[config.mk]
export PLATFORM = sky130hd
export DESIGN_NAME = ramp_guard
export DESIGN_NICKNAME = d
export VERILOG_FILES = /design/src/core/ramp_guard_pkg.sv /design/src/core/ramp_guard.sv
export VERILOG_INCLUDE_DIRS = /design/src /design/src/core
export SDC_FILE = /design/constraint.sdc
export NUM_CORES = 1
export LEC_CHECK = 0
export ABC_AREA = 1
export CORE_UTILIZATION = 70
export DETAILED_ROUTE_END_ITERATION = 8
export DONT_BUFFER_PORTS = 1
export PLACE_DENSITY = 0.9
export SLEW_MARGIN = 40
export SYNTH_ARGS = -nofsm -noshare
export SYNTH_HDL_FRONTEND = slang
export SYNTH_SLANG_ARGS = --single-unit
[constraint.sdc]
create_clock -name ref_clk_i -period 22.4 [get_ports ref_clk_i]
set_input_delay 1.12 -clock ref_clk_i [delete_from_list [all_inputs] [get_ports ref_clk_i]]
set_output_delay 1.12 -clock ref_clk_i [all_outputs]
set_load 0.02 [all_outputs]
[src/core/ramp_guard_defines.svh]
// Constants for the ramp protection and input terminal block
`ifndef RAMP_GUARD_DEFINES_SVH
`define RAMP_GUARD_DEFINES_SVH
// Register offsets (word index = byte address / 4)
`define RG_ADDR_CTRL      8'h00
`define RG_ADDR_PGAIN     8'h04
`define RG_ADDR_ITIME     8'h08
`define RG_ADDR_DTIME     8'h0C
`define RG_ADDR_THRESH    8'h10
`define RG_ADDR_FUNC_LO   8'h14
`define RG_ADDR_FUNC_HI   8'h18
`define RG_ADDR_STATUS    8'h1C
// Control bit positions
`define RG_CTRL_BUS_REG   0
`define RG_CTRL_CUR_SUP   1
`define RG_CTRL_CARRIER   2
`define RG_CTRL_READY     3
`define RG_CTRL_HV_CLASS  4
`define RG_CTRL_NC_LSB    8
// Gain in tenths, times in tenths of a second, volts in whole volts
`define RG_PGAIN_MIN      16'h0002
`define RG_PGAIN_MAX      16'h0032
`define RG_PGAIN_RST      16'h0002
`define RG_ITIME_MAX      16'h05DC
`define RG_ITIME_RST      16'h0002
`define RG_DTIME_MAX      16'h03E8
`define RG_DTIME_RST      16'h0000
`define RG_THR_LV_MIN     16'h014A
`define RG_THR_LV_MAX     16'h018B
`define RG_THR_LV_RST     16'h017C
`define RG_THR_HV_MIN     16'h0294
`define RG_THR_HV_MAX     16'h0316
`define RG_THR_HV_RST     16'h02F8
// Current guard: 150 percent of rated, in percent of rated
`define RG_CUR_LIMIT_PCT  16'h0096
// Function code of the thermistor input
`define RG_FUNC_THERM     5'h13
`define RG_FUNC_COUNT     31
// Default terminal functions
`define RG_FUNC_DEFAULTS  25'h0918820
`endif

[src/core/ramp_guard_pkg.sv]
// Types for the ramp protection and input terminal block
package ramp_guard_pkg;
	// Measured quantities from the power stage
	typedef struct packed {
		logic [15:0] bus_volts;
		logic [15:0] current_pct;
		logic [15:0] load_level;
		logic        update;
	} meas_s;
	// Ramp commands to the frequency generator
	typedef struct packed {
		logic accel_hold;
		logic decel_hold;
		logic [15:0] decel_stretch;
	} ramp_s;
	typedef enum logic [1:0] {
		REG_IDLE  = 2'b00,
		REG_ACT   = 2'b01,
		REG_HOLD  = 2'b10
	} reg_state_e;
endpackage

[src/core/ramp_guard.sv]
// Ramp protection, carrier/ready options and input terminal decoder
// How it works
// RULE1: Bus regulation stretches decel below trip level.
// RULE2: Proportional gain accepted 0.2 to 5.0.
// RULE3: Integration time accepted 0.0 to 150.0.
// RULE4: Derivative time accepted 0.0 to 100.0.
// RULE5: Regulation starts above threshold, class ranges.
// RULE6: Current suppression holds accel above 150%.
// RULE7: Current suppression also holds deceleration.
// RULE8: Suppression pauses ramps, never regulates current.
// RULE9: Carrier mode lowers carrier at load limit.
// RULE10: Ready option keeps output stage energised.
// RULE11: Each terminal selects one of 31 functions.
// RULE12: Inputs are two-state, OFF 0 ON 1.
// RULE13: Shared function is OR of its terminals.
// RULE14: Code 19 on terminal five is thermistor.
// RULE15: Normally closed inverts level before decoding.
// RULE16: Hold conditions re-evaluated each control update.
//
// Design decisions made here: the register addresses and the strobed register port.
`include "ramp_guard_defines.svh"
`timescale 1ns/1ns
`default_nettype none
module ramp_guard
	import ramp_guard_pkg::*;
#(
	parameter logic [15:0] LOAD_LIMIT = 16'h0064
) (
	// Clock and reset
	input  wire logic        ref_clk_i,
	input  wire logic        rst_i,
	// Register port
	input  wire logic [7:0]  addr_i,
	input  wire logic [31:0] wdata_i,
	input  wire logic        wr_i,
	input  wire logic        rd_i,
	output logic      [31:0] rdata_o,
	// Power stage measurements
	input  wire meas_s       meas_i,
	input  wire logic        run_i,
	// Terminal pins, asynchronous
	input  wire logic [4:0]  term_pin_i,
	// Ramp and stage control
	output ramp_s            ramp_o,
	output logic             carrier_low_o,
	output logic             stage_enable_o,
	output logic             thermistor_sel_o,
	output logic [30:0]      func_active_o
);
	// Settings
	logic [15:0] pgain_r;        // Gain in tenths
	logic [15:0] itime_r;        // Tenths of a second
	logic [15:0] dtime_r;        // Tenths of a second
	logic [15:0] thresh_r;       // Volts
	logic        bus_sel_r;      // Bus regulation enable
	logic        cur_sel_r;      // Current suppression enable
	logic        car_sel_r;      // Carrier reduction enable
	logic        rdy_sel_r;      // Output ready enable
	logic        hv_r;           // Higher voltage class
	logic [4:0]  nc_r;           // Normally closed per terminal
	logic [24:0] func_r;         // Five 5-bit function codes
	reg_state_e  state_r;        // Regulator state
	logic [15:0] integ_r;        // Integral accumulator
	logic [15:0] err_prev_r;     // Previous error for D term
	logic [4:0]  sync1_r;        // Synchroniser stage one
	logic [4:0]  sync2_r;        // Synchroniser stage two
	logic [15:0] err;            // Overvoltage above threshold
	logic        over_v;
	logic        over_i;

	// Clamp a written value into its legal range
	function automatic logic [15:0] clamp(input logic [15:0] v,
		input logic [15:0] lo, input logic [15:0] hi);
		if (v < lo)
			return lo;
		else if (v > hi)
			return hi;
		return v;
	endfunction

	// Settings writes; out-of-range values are clamped, not rejected
	always_ff @(posedge ref_clk_i or posedge rst_i) begin
		if (rst_i) begin
			pgain_r   <= `RG_PGAIN_RST;
			itime_r   <= `RG_ITIME_RST;
			dtime_r   <= `RG_DTIME_RST;
			thresh_r  <= `RG_THR_LV_RST;
			bus_sel_r <= 1'b0;
			cur_sel_r <= 1'b0;
			car_sel_r <= 1'b0;
			rdy_sel_r <= 1'b0;
			hv_r      <= 1'b0;
			nc_r      <= 5'h00;
			func_r    <= `RG_FUNC_DEFAULTS;
		end else if (wr_i) begin
			case (addr_i)
				`RG_ADDR_CTRL: begin
					bus_sel_r <= wdata_i[`RG_CTRL_BUS_REG];
					cur_sel_r <= wdata_i[`RG_CTRL_CUR_SUP];
					car_sel_r <= wdata_i[`RG_CTRL_CARRIER];
					rdy_sel_r <= wdata_i[`RG_CTRL_READY];
					// Class change reloads the class default threshold
					if (hv_r != wdata_i[`RG_CTRL_HV_CLASS])
						thresh_r <= wdata_i[`RG_CTRL_HV_CLASS] ?
							`RG_THR_HV_RST : `RG_THR_LV_RST;
					hv_r      <= wdata_i[`RG_CTRL_HV_CLASS];
					nc_r      <= wdata_i[`RG_CTRL_NC_LSB +: 5]; // see RULE15
				end
				`RG_ADDR_PGAIN:                                       // see RULE2
					pgain_r <= clamp(wdata_i[15:0], `RG_PGAIN_MIN,
						`RG_PGAIN_MAX);
				`RG_ADDR_ITIME:                                       // see RULE3
					itime_r <= clamp(wdata_i[15:0], 16'h0000,
						`RG_ITIME_MAX);
				`RG_ADDR_DTIME:                                       // see RULE4
					dtime_r <= clamp(wdata_i[15:0], 16'h0000,
						`RG_DTIME_MAX);
				`RG_ADDR_THRESH:                                      // see RULE5
					thresh_r <= hv_r ?
						clamp(wdata_i[15:0], `RG_THR_HV_MIN, `RG_THR_HV_MAX) :
						clamp(wdata_i[15:0], `RG_THR_LV_MIN, `RG_THR_LV_MAX);
				`RG_ADDR_FUNC_LO:                                     // see RULE11
					func_r[14:0] <= wdata_i[14:0];
				`RG_ADDR_FUNC_HI:
					func_r[24:15] <= wdata_i[9:0];
				default: begin
				end
			endcase
		end
	end

	// Instant comparisons against the limits
	assign over_v = meas_i.bus_volts > thresh_r;                    // see RULE5
	assign over_i = meas_i.current_pct > `RG_CUR_LIMIT_PCT;          // see RULE6
	assign err    = over_v ? meas_i.bus_volts - thresh_r : 16'h0000;

	// Regulator state, advanced only on a control update
	always_ff @(posedge ref_clk_i or posedge rst_i) begin
		if (rst_i) begin
			state_r    <= REG_IDLE;
			integ_r    <= 16'h0000;
			err_prev_r <= 16'h0000;
		end else if (meas_i.update) begin                          // see RULE16
			err_prev_r <= err;
			case (state_r)
				REG_IDLE:
					if (bus_sel_r && over_v)                         // see RULE1
						state_r <= REG_ACT;
				REG_ACT: begin
					// Integral grows by one per update for any non-zero time setting, holding at 16'hFFFF
					if (itime_r != 16'h0000 && integ_r != 16'hFFFF)
						integ_r <= integ_r + 16'h0001;
					if (!bus_sel_r || !over_v)
						state_r <= REG_HOLD;
				end
				REG_HOLD: begin
					integ_r <= 16'h0000;
					state_r <= (bus_sel_r && over_v) ? REG_ACT : REG_IDLE;
				end
				default:
					state_r <= REG_IDLE;
			endcase
		end
	end

	// Ramp commands; suppression only pauses, it never sets current
	always_ff @(posedge ref_clk_i or posedge rst_i) begin
		if (rst_i) begin
			ramp_o <= '0;
		end else if (meas_i.update) begin                          // see RULE16
			ramp_o.accel_hold <= cur_sel_r && over_i;                // see RULE6
			ramp_o.decel_hold <= (cur_sel_r && over_i) ||            // see RULE7
				(bus_sel_r && over_v);                                // see RULE1
			ramp_o.decel_stretch <= (bus_sel_r && state_r == REG_ACT) ?
				16'((pgain_r * err) >> 4) + 16'(integ_r >> 4) +
				16'(dtime_r != 16'h0000 && err > err_prev_r ?
					err - err_prev_r : 16'h0000) : 16'h0000;     // see RULE8
		end
	end

	// Carrier reduction and ready output
	always_ff @(posedge ref_clk_i or posedge rst_i) begin
		if (rst_i) begin
			carrier_low_o  <= 1'b0;
			stage_enable_o <= 1'b0;
		end else begin
			carrier_low_o  <= car_sel_r &&
				meas_i.load_level >= LOAD_LIMIT;                      // see RULE9
			stage_enable_o <= run_i || rdy_sel_r;                     // see RULE10
		end
	end

	// Two-flop synchroniser for the terminal pins
	always_ff @(posedge ref_clk_i or posedge rst_i) begin
		if (rst_i) begin
			sync1_r <= 5'h00;
			sync2_r <= 5'h00;
		end else begin
			sync1_r <= term_pin_i;
			sync2_r <= sync1_r;
		end
	end

	// Function decode: polarity first, then OR of all terminals per code
	always_ff @(posedge ref_clk_i or posedge rst_i) begin
		if (rst_i) begin
			func_active_o    <= 31'h0;
			thermistor_sel_o <= 1'b0;
		end else begin
			for (int f = 0; f < `RG_FUNC_COUNT; f++) begin
				logic hit;
				hit = 1'b0;
				for (int t = 0; t < 5; t++) begin
					// Terminal five as thermistor is not a logic input
					if (func_r[t*5 +: 5] == 5'(f) && !(t == 4 &&
						func_r[24:20] == `RG_FUNC_THERM))             // see RULE14
						hit = hit | (sync2_r[t] ^ nc_r[t]);  // see RULE12
				end
				func_active_o[f] <= hit;                              // see RULE13
			end
			thermistor_sel_o <= func_r[24:20] == `RG_FUNC_THERM;      // see RULE14
		end
	end

	// Register read data, valid the cycle after the read strobe
	always_ff @(posedge ref_clk_i or posedge rst_i) begin
		if (rst_i) begin
			rdata_o <= 32'h0;
		end else if (rd_i) begin
			case (addr_i)
				`RG_ADDR_CTRL:    rdata_o <= {19'h0, nc_r, 3'h0, hv_r,
					rdy_sel_r, car_sel_r, cur_sel_r, bus_sel_r};
				`RG_ADDR_PGAIN:   rdata_o <= {16'h0, pgain_r};
				`RG_ADDR_ITIME:   rdata_o <= {16'h0, itime_r};
				`RG_ADDR_DTIME:   rdata_o <= {16'h0, dtime_r};
				`RG_ADDR_THRESH:  rdata_o <= {16'h0, thresh_r};
				`RG_ADDR_FUNC_LO: rdata_o <= {17'h0, func_r[14:0]};
				`RG_ADDR_FUNC_HI: rdata_o <= {22'h0, func_r[24:15]};
				`RG_ADDR_STATUS:  rdata_o <= {23'h0, sync2_r, carrier_low_o,
					ramp_o.decel_hold, ramp_o.accel_hold, state_r == REG_ACT};
				default:          rdata_o <= 32'h0;
			endcase
		end else begin
			rdata_o <= 32'h0;
		end
	end
endmodule
`default_nettype wire

# After elaboration in Yosys (flattened, before gate mapping)
# Index checks and enable logic that the tools add are counted.
# word_totals
input_bits	99
register_bits	227
word_cells	603
out_inout_bits	84
# op_classes
eq_ne	165
n_mul	1
add_sub_neg	5
order_cmp	13
bitwise_logic	128
muxes	204
reduce_logical	62
# ops
op	n
== test 5 bit, second input constant	75
two-way mux 16 bit	21
== test 5 x 4 -> 1 bit, second input constant	40
two-way mux 1 bit	175
case mux 16 bit (8 select lines)	1
bitwise OR 1 bit	123
== test 5 x 3 -> 1 bit, second input constant	20
case mux 16 bit (2 select lines)	2
== test 5 x 2 -> 1 bit, second input constant	10
logical AND 1 bit	36
== test 8 x 5 -> 1 bit, second input constant	4
greater-than comparator 16 x 10 -> 1 bit, second input constant	2
greater-than comparator 16 bit	2
two-way mux 32 bit	1
nonzero test 16 bit	2
subtractor 16 bit	2
== test 5 x 1 -> 1 bit, second input constant	5
logical NOT 5 bit	5
adder 13 x 16 -> 16 bit	1
adder 16 x 1 -> 16 bit, second input constant	1
== test 8 x 4 -> 1 bit, second input constant	2
greater-or-equal comparator 16 x 7 -> 1 bit, second input constant	1
greater-than comparator 16 x 11 -> 1 bit, second input constant	1
greater-than comparator 16 x 6 -> 1 bit, second input constant	1
other kinds (25)	45

# Logic depth before layout (Yosys ltp)
# Gate-level depths: netlist of the first run.
# logic_depth
word_depth	10
mapped_depth	54
depth_no_buf	53

# Worst setup path before layout of the first run
# OpenSTA, ideal clock, no wires.
# synth_path
path_kind	input-to-reg
from	input port meas_i[33] in the netlist's numbering
to	register ramp_o[14] in the netlist's numbering
required_time_ns	22.277
cell_stages	50
setup_ns	0.123
slack_ns	13.158
arrival_ns	9.119
path_buffers	1
path_cell_list	inv_1 > ha_1 > fa_1 > inv_1 > nand2_1 > nand2_1 > nand3_1 > nand2_2 > nand2_2 > nand2_4 > nand2_8 > buf_6 > inv_4 > nand2_1 > clkinv_1 > nand2_1 > fa_1 > fa_1 > [... 14 more ...] > nand2_1 > nand2_1 > inv_1 > nand3_1 > nand2_1 > inv_1 > fa_1 > inv_1 > ha_1 > nand2_1 > nor3_1 > nand3_1 > o2111ai_1 > nand2_1 > nand2_1 > nand3_1 > o21ai_0 > nand2_1
# synth_via
elab_chain_cells	7
elab_cells_between_ends	11
cone_classes	add/sub (4); mul (1); order compare (2); mux (3); reduce/logical (1)
# synth_lines
element	line_no	text
start: declaration	ramp_guard.sv:39	input wire meas_s meas_i,
subtractor 16 bit / greater-than comparator 16 bit (equally long branches)	ramp_guard.sv:135, ramp_guard.sv:133	
two-way mux 16 bit *	ramp_guard.sv:135	assign err = over_v ? meas_i.bus_volts - thresh_r : 16'h0000;
via err[2]	ramp_guard.sv:67	logic [15:0] err;
branches (longest 3 deep; another with multiplier 16 x 16 -> 16 bit)	-	
adder 13 x 16 -> 16 bit *	ramp_guard.sv:175	16'((pgain_r * err) >> 4) + 16'(integ_r >> 4) +
two-way mux 16 bit *	ramp_guard.sv:174	ramp_o.decel_stretch <= (bus_sel_r && state_r == REG_ACT) ?
end: declaration	ramp_guard.sv:44	output ramp_s ramp_o,
# Mark *: on every way through the listed nets, which the timed path passes.
# A chain may end at the register's enable or synchronous reset.

# Worst setup path in the final report of the first run
# layout_path
from	register thresh_r[2]
to	register ramp_o[14] in the netlist's numbering
# layout_via
elab_chain_cells	7
elab_cells_between_ends	11
cone_classes	add/sub (4); mul (1); order compare (2); mux (3); reduce/logical (1)
# layout_lines
element	line_no	text
start: declaration	ramp_guard.sv:54	logic [15:0] thresh_r;
start signal: assignment	ramp_guard.sv:87	thresh_r <= `RG_THR_LV_RST;
start signal: assignment	ramp_guard.sv:104	thresh_r <= wdata_i[`RG_CTRL_HV_CLASS] ?
start signal: assignment	ramp_guard.sv:119	thresh_r <= hv_r ?
subtractor 16 bit / greater-than comparator 16 bit (equally long branches)	ramp_guard.sv:135, ramp_guard.sv:133	
two-way mux 16 bit *	ramp_guard.sv:135	
via err[2]	ramp_guard.sv:67	
branches (longest 3 deep; another with multiplier 16 x 16 -> 16 bit)	-	
adder 13 x 16 -> 16 bit *	ramp_guard.sv:175	
two-way mux 16 bit *	ramp_guard.sv:174	
# Marks and branches as above.

==> reports/summary.md, run 1 <==
The logs give 0 for the post-detailed-route DRC marker count and 0.02299 ns for the setup clock skew after layout. The initial core utilization was 71.37%. The first global-routing pass estimated 87.27 mm of wire. For this design, the CTS-stage hold fixing added 0 buffers. Clock-pin slew was measured on the worst setup and hold paths at 0.06 ns. During synthesis, Yosys emitted a total of 0 warnings. Along the worst hold path, the cell count comes to 0.

Summed over all cells, the static leakage comes to 0.009208 uW. The cell at the root of the clock tree was clkbuf_16. The insertion delay of the later-clocked pin in the worst-skew pair is 0.55 ns, and the number of max-cap violations is 0. Using the TritonRoute via totals, the vias-per-cell ratio works out to 6.378. The clock drives 211 sinks. The most instantiated flip-flop cell in the synthesis netlist was dfrtp_1. The worst hold path belongs to the class register to register.

The cell seen most often among critical-path stages was nand2_1. Kind of capture point of the worst setup path: a register. For the sequential share of power, the log shows 20.2%. Yosys mapped a number of flops with a built-in enable equal to 0. On the worst path, the slowest cell contributes a delay of 0.58 ns. IR analysis of the VDD net gives a maximum drop of 0.1285 mV.

The total count of hold-check failures in the final report is 0. The cell depth of the worst flop-to-flop path works out to 45. Setup repair after global routing left no endpoint under its margin. The share of synthesized flip-flops with an asynchronous set or reset was 100.0%. After clock tree synthesis, the repair step resized 0 gates. Number of clock buffers inserted by TritonCTS: 24.

Fraction of final layout cells with drive strength greater than 1: 5.019%. For the total count of max-transition violations in the final report, the log shows 0. The maximum buffer depth of the clock tree came out at 3.

The area growth from synthesis to layout is 6.239%. The congestion estimate from routability-driven global placement came to 1.024. Combinational logic is responsible for 62.3% of the overall power. STA puts the critical path data required time at 22.86 ns. The critical path launch point type is a register. The detailed router finished its first iteration with 2,211 violations.

The synthesized netlist contains 61 unique library cells. Counting buffers and inverters, the worst setup path is 45 cells deep. The transition at the pin with the smallest max-transition slack is 0.8974 ns, and the net switching share of the total power is 50.21%. In the final routed layout, each cell accounts on average for 21.16 microns. In this run, synthesis produced a sequential element count of 211.

Synthesis produced 2,310 cells. For the buffer count from post-CTS setup fixing, the log shows 0. The number of antenna violations at the first check in global routing was 1.

The logs give 16,810 for the number of vias after detailed routing and 1 for the deepest level of the CTS H-tree. The maximum number of pins on one net before global-route repair came out at 139. The relative contribution of the clock network to total power is 17.5%, and the number of setup violations in the final report is 0. The average instance in the mapped netlist occupies 7.492 sq um. The classification of the worst setup path is register to register. For this design the ratio of total power to cell area is 127.1 nW/um^2.

The detailed-placement wirelength estimate is 42.38 mm, and the total wire length is 55.77 mm. The number of iterations in the first detailed-routing pass is 8, and the time the worst path needs with I/O delays and setup is 10.34 ns. The sum of buffers and inverters on the critical path is 10, and the net switching power is 1173 uW.

The detail route stage leaves a number of antenna-violating nets equal to 0. Cell internal power was estimated by the tool at 1163 uW. Global routing finished with a remaining overflow of 0.

Dividing the final minimum period by the clock period gives 46.15%. The final net count is 2,578, and the relative slew slack is 40.01%. The maximum net fanout on the critical path came out at 17. Input and output buffers added on the ports amount to 0.

The via count of the first global-routing pass was 16,460; the sequential-to-total area share from yosys stat was 30.61%. The floorplan step defined a die boundary enclosing 25,360 sq um. The mapped netlist covers 17,310 sq um.

For the worst setup path, the data arrival time is 10.80 ns. Timing would allow up to 0.09673 GHz. TritonCTS built the clock tree. The die boundary height works out to 159.2 microns. The tools report the overall global routing resource usage as 44.18%.

Among cell families on the critical path, the largest total delay comes from adder cells. After floorplanning, the core was divided into 57 placement rows. The slowest stage of the critical path is the dfstp_2 cell. The run finished with clean final reports.

Measured on the finished design, the core utilization comes to 75.83%. For the setup total negative slack, the log shows 0 ns. The core region is 24,250 sq um. 183 I/O pins were placed. The die extent in x was 159.2 microns.
==> per-layer routing <==
| layer | up-vias | track usage, % | share of wire [%] |
|---|---|---|---|
| met3 | 243 | 9.924 | 13 |
| met1 | 7854 | 57.59 | 37 |
| met2 | 1272 | 69.64 | 45 |
| li1 | 7444 | - | - |
| met5 | - | 0 | 0 |
| met4 | 0 | 22.55 | 5.8 |
==> Yosys cell counts, types with 21 or more instances <==
library cell	n	area, sq um
o2111ai_1	31	271.5
o21ai_0	109	545.5
a31oi_1	40	250.2
ha_1	91	1139
nand4_1	23	143.9
dfrtp_1	197	4930
nand2_1	443	1663
clkbuf_1	48	180.2
a21oi_1	97	485.5
nor2_1	272	1021
nor3_1	47	235.2
xor2_1	21	183.9
fa_1	95	1902
inv_1	428	1607
nand3_1	132	660.6
==> final timing paths <==
| path | start | end | slack, ns |
|---|---|---|---|
| setup / recovery | thresh_r[2] | ramp_o[14] | 12.06 |
| hold / removal | sync1_r[3] | sync2_r[3] | 0.35 |
| setup reg to reg | thresh_r[2] | ramp_o[14] | 12.06 |
| hold reg to reg | sync1_r[3] | sync2_r[3] | 0.35 |
| max in group asynchronous | rst_i | state_r[0] | 20.74 |
| min in group asynchronous | rst_i | rdata_o[5] | 0.52 |
==> per-stage QoR <==
| step | hold WS [ns] | worst slack (ns) | instances | total power, uW | cell area [sq um] |
|---|---|---|---|---|---|
| 6_report | 0.3457 | 12.06 | 2636 | 2337 | 18390 |
| 5_1_grt | 0.3499 | 11.56 | 2635 | 2552 | 18380 |
| 4_1_cts | 0.3446 | 12.25 | 2635 | 2310 | 18380 |
| 3_5_place_dp | 0.3358 | 11.72 | 2591 | 1884 | 17560 |
| 3_3_place_gp | 0.3345 | 11.98 | 2591 | 1820 | 17530 |
| 2_1_floorplan | 0.3312 | 13.16 | 2325 | 1553 | 17360 |
==> state kept, by name, indices dropped and copies added (netlist names), 2 cells and up <==
signal and cells:
ramp_o 18, thresh_r 16, itime_r 16, err_prev_r 16, dtime_r 16, state_r 2, sync2_r 5, rdata_o 16
integ_r 16, nc_r 5, func_r 25, pgain_r 16, sync1_r 5, func_active_o 31
==> power by group through the flow <==
| stage | clock network [uW] | registers [uW] | logic (uW) |
|---|---|---|---|
| after floorplan | 0 | 461 | 1090 |
| after global placement | 0 | 474 | 1350 |
| after detailed placement | 0 | 476 | 1410 |
| after CTS | 409 | 469 | 1430 |
| after global routing | 423 | 474 | 1660 |
| final | 410 | 471 | 1460 |
==> cell type report <==
class | count | area [sq um]
Antenna cell | 1 | 2.502
Clock buffer | 33 | 684.4
Clock inverter | 11 | 132.6
Fill cell | 1801 | 5862
Inverter | 445 | 1685
Multi-Input combinational cell | 1601 | 10100
Sequential cell | 211 | 5298
Tap cell | 324 | 405.4
Timing Repair Buffer | 10 | 78.83
==> cells by family (layout without fill, tap and decap cells) <==
logic type / after synthesis / in the layout / synth area share (%)
compound gates: 384 / 384 / 13.88
xor+xnor: 33 / 33 / 1.713
simple gates: 982 / 982 / 24.65
flops: 211 / 211 / 30.61
fa+ha+maj: 186 / 186 / 17.57
buf+inv: 513 / 499 / 11.55
other cells: 1 / 17 / 0.02167
==> placed cells by master, fill, tap and decap left out, types with 7 or more instances in the layout <==
cell	netlist	final
a21o_1	7	7
a221oi_1	17	17
buf_4	16	9
o31ai_1	7	7
nor3_1	47	47
nor2_4	8	9
inv_2	6	7
clkinv_1	10	10
xnor2_1	11	11
nor2_1	272	270
or2_2	9	9
clkbuf_16	0	24
inv_1	428	426
nor4_1	17	17
nand3b_1	10	10
nand2_1	443	442
ha_1	91	91
nand3_1	132	132
a32oi_1	7	7
xor2_1	21	19
o22ai_1	19	19
nand4_1	23	23
o2111ai_1	31	31
o21a_1	7	7
a21oi_1	97	97
dfrtp_1	197	197
a31oi_1	40	39
dfstp_2	14	14
o21ai_0	109	109
conb_1	1	16
fa_1	95	95
No activity file was read; power rests on OpenSTA's default activity.
==> run 2: changes to the inputs <==
Settings changed: CORE_UTILIZATION 70 to 59, PLACE_DENSITY 0.9 to 0.82.
Clock period 22.4 ns to 9.4 ns, I/O delays scaled along.
==> run 2 against run 1 <==
  * Sequential cell count is the same
  * Cell count up 3.8%
  * Power up 150%
  * Worst hold slack lost 0.30 ns
  * Setup slack worse by 12 ns
  * First-iteration DRC count fell by 13%
  * Highest routed layer is now met5
  * Global-route usage fell by 6.8 points
  * Non-clock buffer count rose by 40
  * Critical path depth increased by 2
  * Via count shrank 1.5%
  * Critical endpoint unchanged
==> reports/summary.md, run 2 (same netlist as run 1, synthesis figures left out) <==
The run finished with clean final reports. The total wire length is 56.22 mm (+0.81%), and the die footprint is 30,020 sq um (+18%). The total leakage power is 0.009427 uW (+2.4%).

The per-cell via count in the routed design was 6.050 (-5.1%); the overall global routing resource usage was 37.38% (-6.8 points). The worst path required time was 9.86 ns (-13.00 ns); the detailed-placement wirelength estimate was 42.66 mm (+0.68%). The run gives 1,916 (-13%) as the DRC violation total after the first TritonRoute iteration. The tools report the first-pass GRT wire length as 87.42 mm (+0.17%).

The largest registers in the layout are func_active_o: 31 flops, func_r: 25 flops, ramp_o: 18 flops. More flip-flops sit in one register than any other, and that register is func_active_o. The global placement routability congestion came out at 0.9541 (-6.8%).

By startpoint and endpoint, the worst setup path is classified as register to register. The kind of capture point of the worst setup path was a register. For the final net count, the log shows 2,619 (+1.6%).

Maximum buffer depth of the clock tree: 3 (unchanged). The via count of the first global-routing pass was 15,940 (-3.2%). The tools report the setup clock skew after layout as 0.02573 ns (+0.002746 ns). The clock net sink count was 211 (unchanged). The library cells used most frequently in the layout, excluding fill and tap cells, are nand2_1, inv_1, nor2_1, dfrtp_1, nand3_1. The tools report the final-layout worst hold slack as 0.04393 ns (-0.3018 ns). The maximum net fanout on the critical path came out at 7 (-10).

The die boundary height was 173.3 microns (+8.8%); the number of instances in the placed design was 2,660 (+2.7%). Number of max-cap violations: 0 (unchanged). The fraction of final layout cells with drive strength greater than 1 was 7.313% (+2.3 points); the clock input transition at the sequential cells of the worst setup and hold paths was 0.07 ns (about the same). TritonCTS built the clock tree.

The largest stage delay on the critical path is 0.57 ns (about the same), and the insertion delay of the later-clocked pin in the worst-skew pair is 0.54 ns (about the same). The flip-flop count of the largest register after layout came out at 31 (unchanged). The tools report the relative slew slack as 45.04% (+5.0 points). The slowest cell on the critical path is dfstp_2. The tools report the number of antenna violations at the first check in global routing as 2 (+1). The power density normalized to cell area was 302.0 nW/um^2 (+140%); the number of antenna-violating nets in the routed design was 0 (unchanged). Cell seen most often among critical-path stages: nand2_1. The highest clock frequency the design can meet is 0.1110 GHz (+15%). The class of the most critical hold timing path was input pin to register.

The total count of max-transition violations in the final report was 0 (unchanged); the period utilization was 95.82% (+50 points). The library cell used most frequently in the layout, excluding fill and tap cells, is nand2_1. Remaining global-route overflow: 0 (unchanged). The run gives 16,560 (-1.5%) as the number of vias after detailed routing. The logs give 24 (unchanged) for the number of clock buffers inserted by TritonCTS and 0 (unchanged) for the number of setup violations in the final report. The total count of hold-check failures in the final report was 0 (unchanged); the transition at the pin with the smallest max-transition slack was 0.8214 ns (-0.07592 ns). Number of iterations in the first detailed-routing pass: 7 (-1).

The average wire per standard cell is 20.54 microns (-2.9%), and the maximum number of pins on one net before global-route repair is 141 (+1.4%). The tools report the post-detailed-route DRC marker count as 0 (unchanged). The cell at the root of the clock tree is clkbuf_16.

The count of pins on the block boundary is 183 (unchanged), and the count of input and output buffers is 0 (unchanged). For the number of placement rows, the log shows 62 (+8.8%). For the arrival time of data at the critical path endpoint, the log shows 9.47 ns (-1.33 ns). The critical path launch point type is a register. The initial core utilization is 60.13% (-11 points), and the time the worst path needs with I/O delays and setup is 9.007 ns (-1.332 ns). For the deepest level of the CTS H-tree, the log shows 1 (unchanged). Relative to the synthesized area, the layout overhead comes to 9.565%. The tools report the area inside the core boundary as 28,780 sq um (+19%).

The non-filler instance count after layout was 2,737 (+3.8%); the maximum resistive drop on vdd was 0.3413 mV (+170%). The die extent in x works out to 173.3 microns (+8.8%).
==> run 2: cell types whose count changed in the layout (fill, tap and decap cells not counted), moves of 4 or more <==
cell | previous run | this run
ha_1 | 91 | 87
dlygate4sd3_1 | 0 | 6
ha_4 | 0 | 4
buf_4 | 9 | 41
==> run 2: final timing paths <==
kind	from	end	slack [ns]	cells past startpoint
min	wdata_i[8]	func_r[23]	0.04	2
min reg2reg	sync1_r[2]	sync2_r[2]	0.35	0
max in group asynchronous	rst_i	func_r[21]	7.48	4
min in group asynchronous	rst_i	thresh_r[7]	0.46	2
max reg2reg	thresh_r[8]	ramp_o[14]	0.39	47
max	thresh_r[8]	ramp_o[14]	0.39	47
==> run 2: stage by stage <==
step | utilization, % | setup slack [ns] | power [uW] | area (sq um) | TNS [ns]
after global routing | 65.88 | -0.1466 | 6343 | 18960 | -0.1877
after CTS | 64.69 | 0.04256 | 5522 | 18620 | 0
after floorplan | - | 0.8082 | 3702 | 17360 | 0
final | 65.89 | 0.3931 | 5726 | 18960 | 0
after global placement | 61.45 | 0.2671 | 4374 | 17680 | 0
after detailed placement | 61.51 | 0.1284 | 4476 | 17700 | 0
==> run 2: area by class of cell <==
cell class,count,area [sq um]
antenna,1,2.502
clock buffer,29,649.4
clock inverter,15,206.4
fill,2479,9818
inverter,445,1689
multi-input combinational,1602,10220
sequential,211,5299
tap,384,480.5
timing repair buffer,50,417.9
==> run 2: power by group <==
part           internal (uW)  leakage, uW  switching, uW
Clock                    608     0.000422            407
Sequential              1010      0.00258            116
Combinational           1270      0.00643           2320
Total                   2890      0.00943           2840
==> run 2: routing by layer <==
layer | track usage, % | part of all wire, % | vias to the layer above
met5 | 0 | 0.023 | -
met4 | 17.77 | 5.1 | 2
met3 | 6.711 | 10 | 179
met2 | 57.76 | 45 | 936
met1 | 51.09 | 40 | 7916
li1 | - | - | 7527
==> run 2: repair_timing <==
action | in CTS | in global routing
hold endpoints to repair | 135 | 0
setup buffers | 0 | 24
endpoints found under the setup margin | 0 | 6
gates resized for setup | 0 | 24
hold buffers | 6 | 0
==> run 2: worst max-delay path: cells and delay by family (launching register included) <==
| family | cells | cell delay (ns) |
|---|---|---|
| xor+xnor | 1 | 0.16 |
| fa+ha+maj | 10 | 4.55 |
| simple gates | 22 | 2.39 |
| buf+inv | 10 | 0.78 |
| compound gates | 4 | 0.48 |
| flops | 1 | 0.57 |
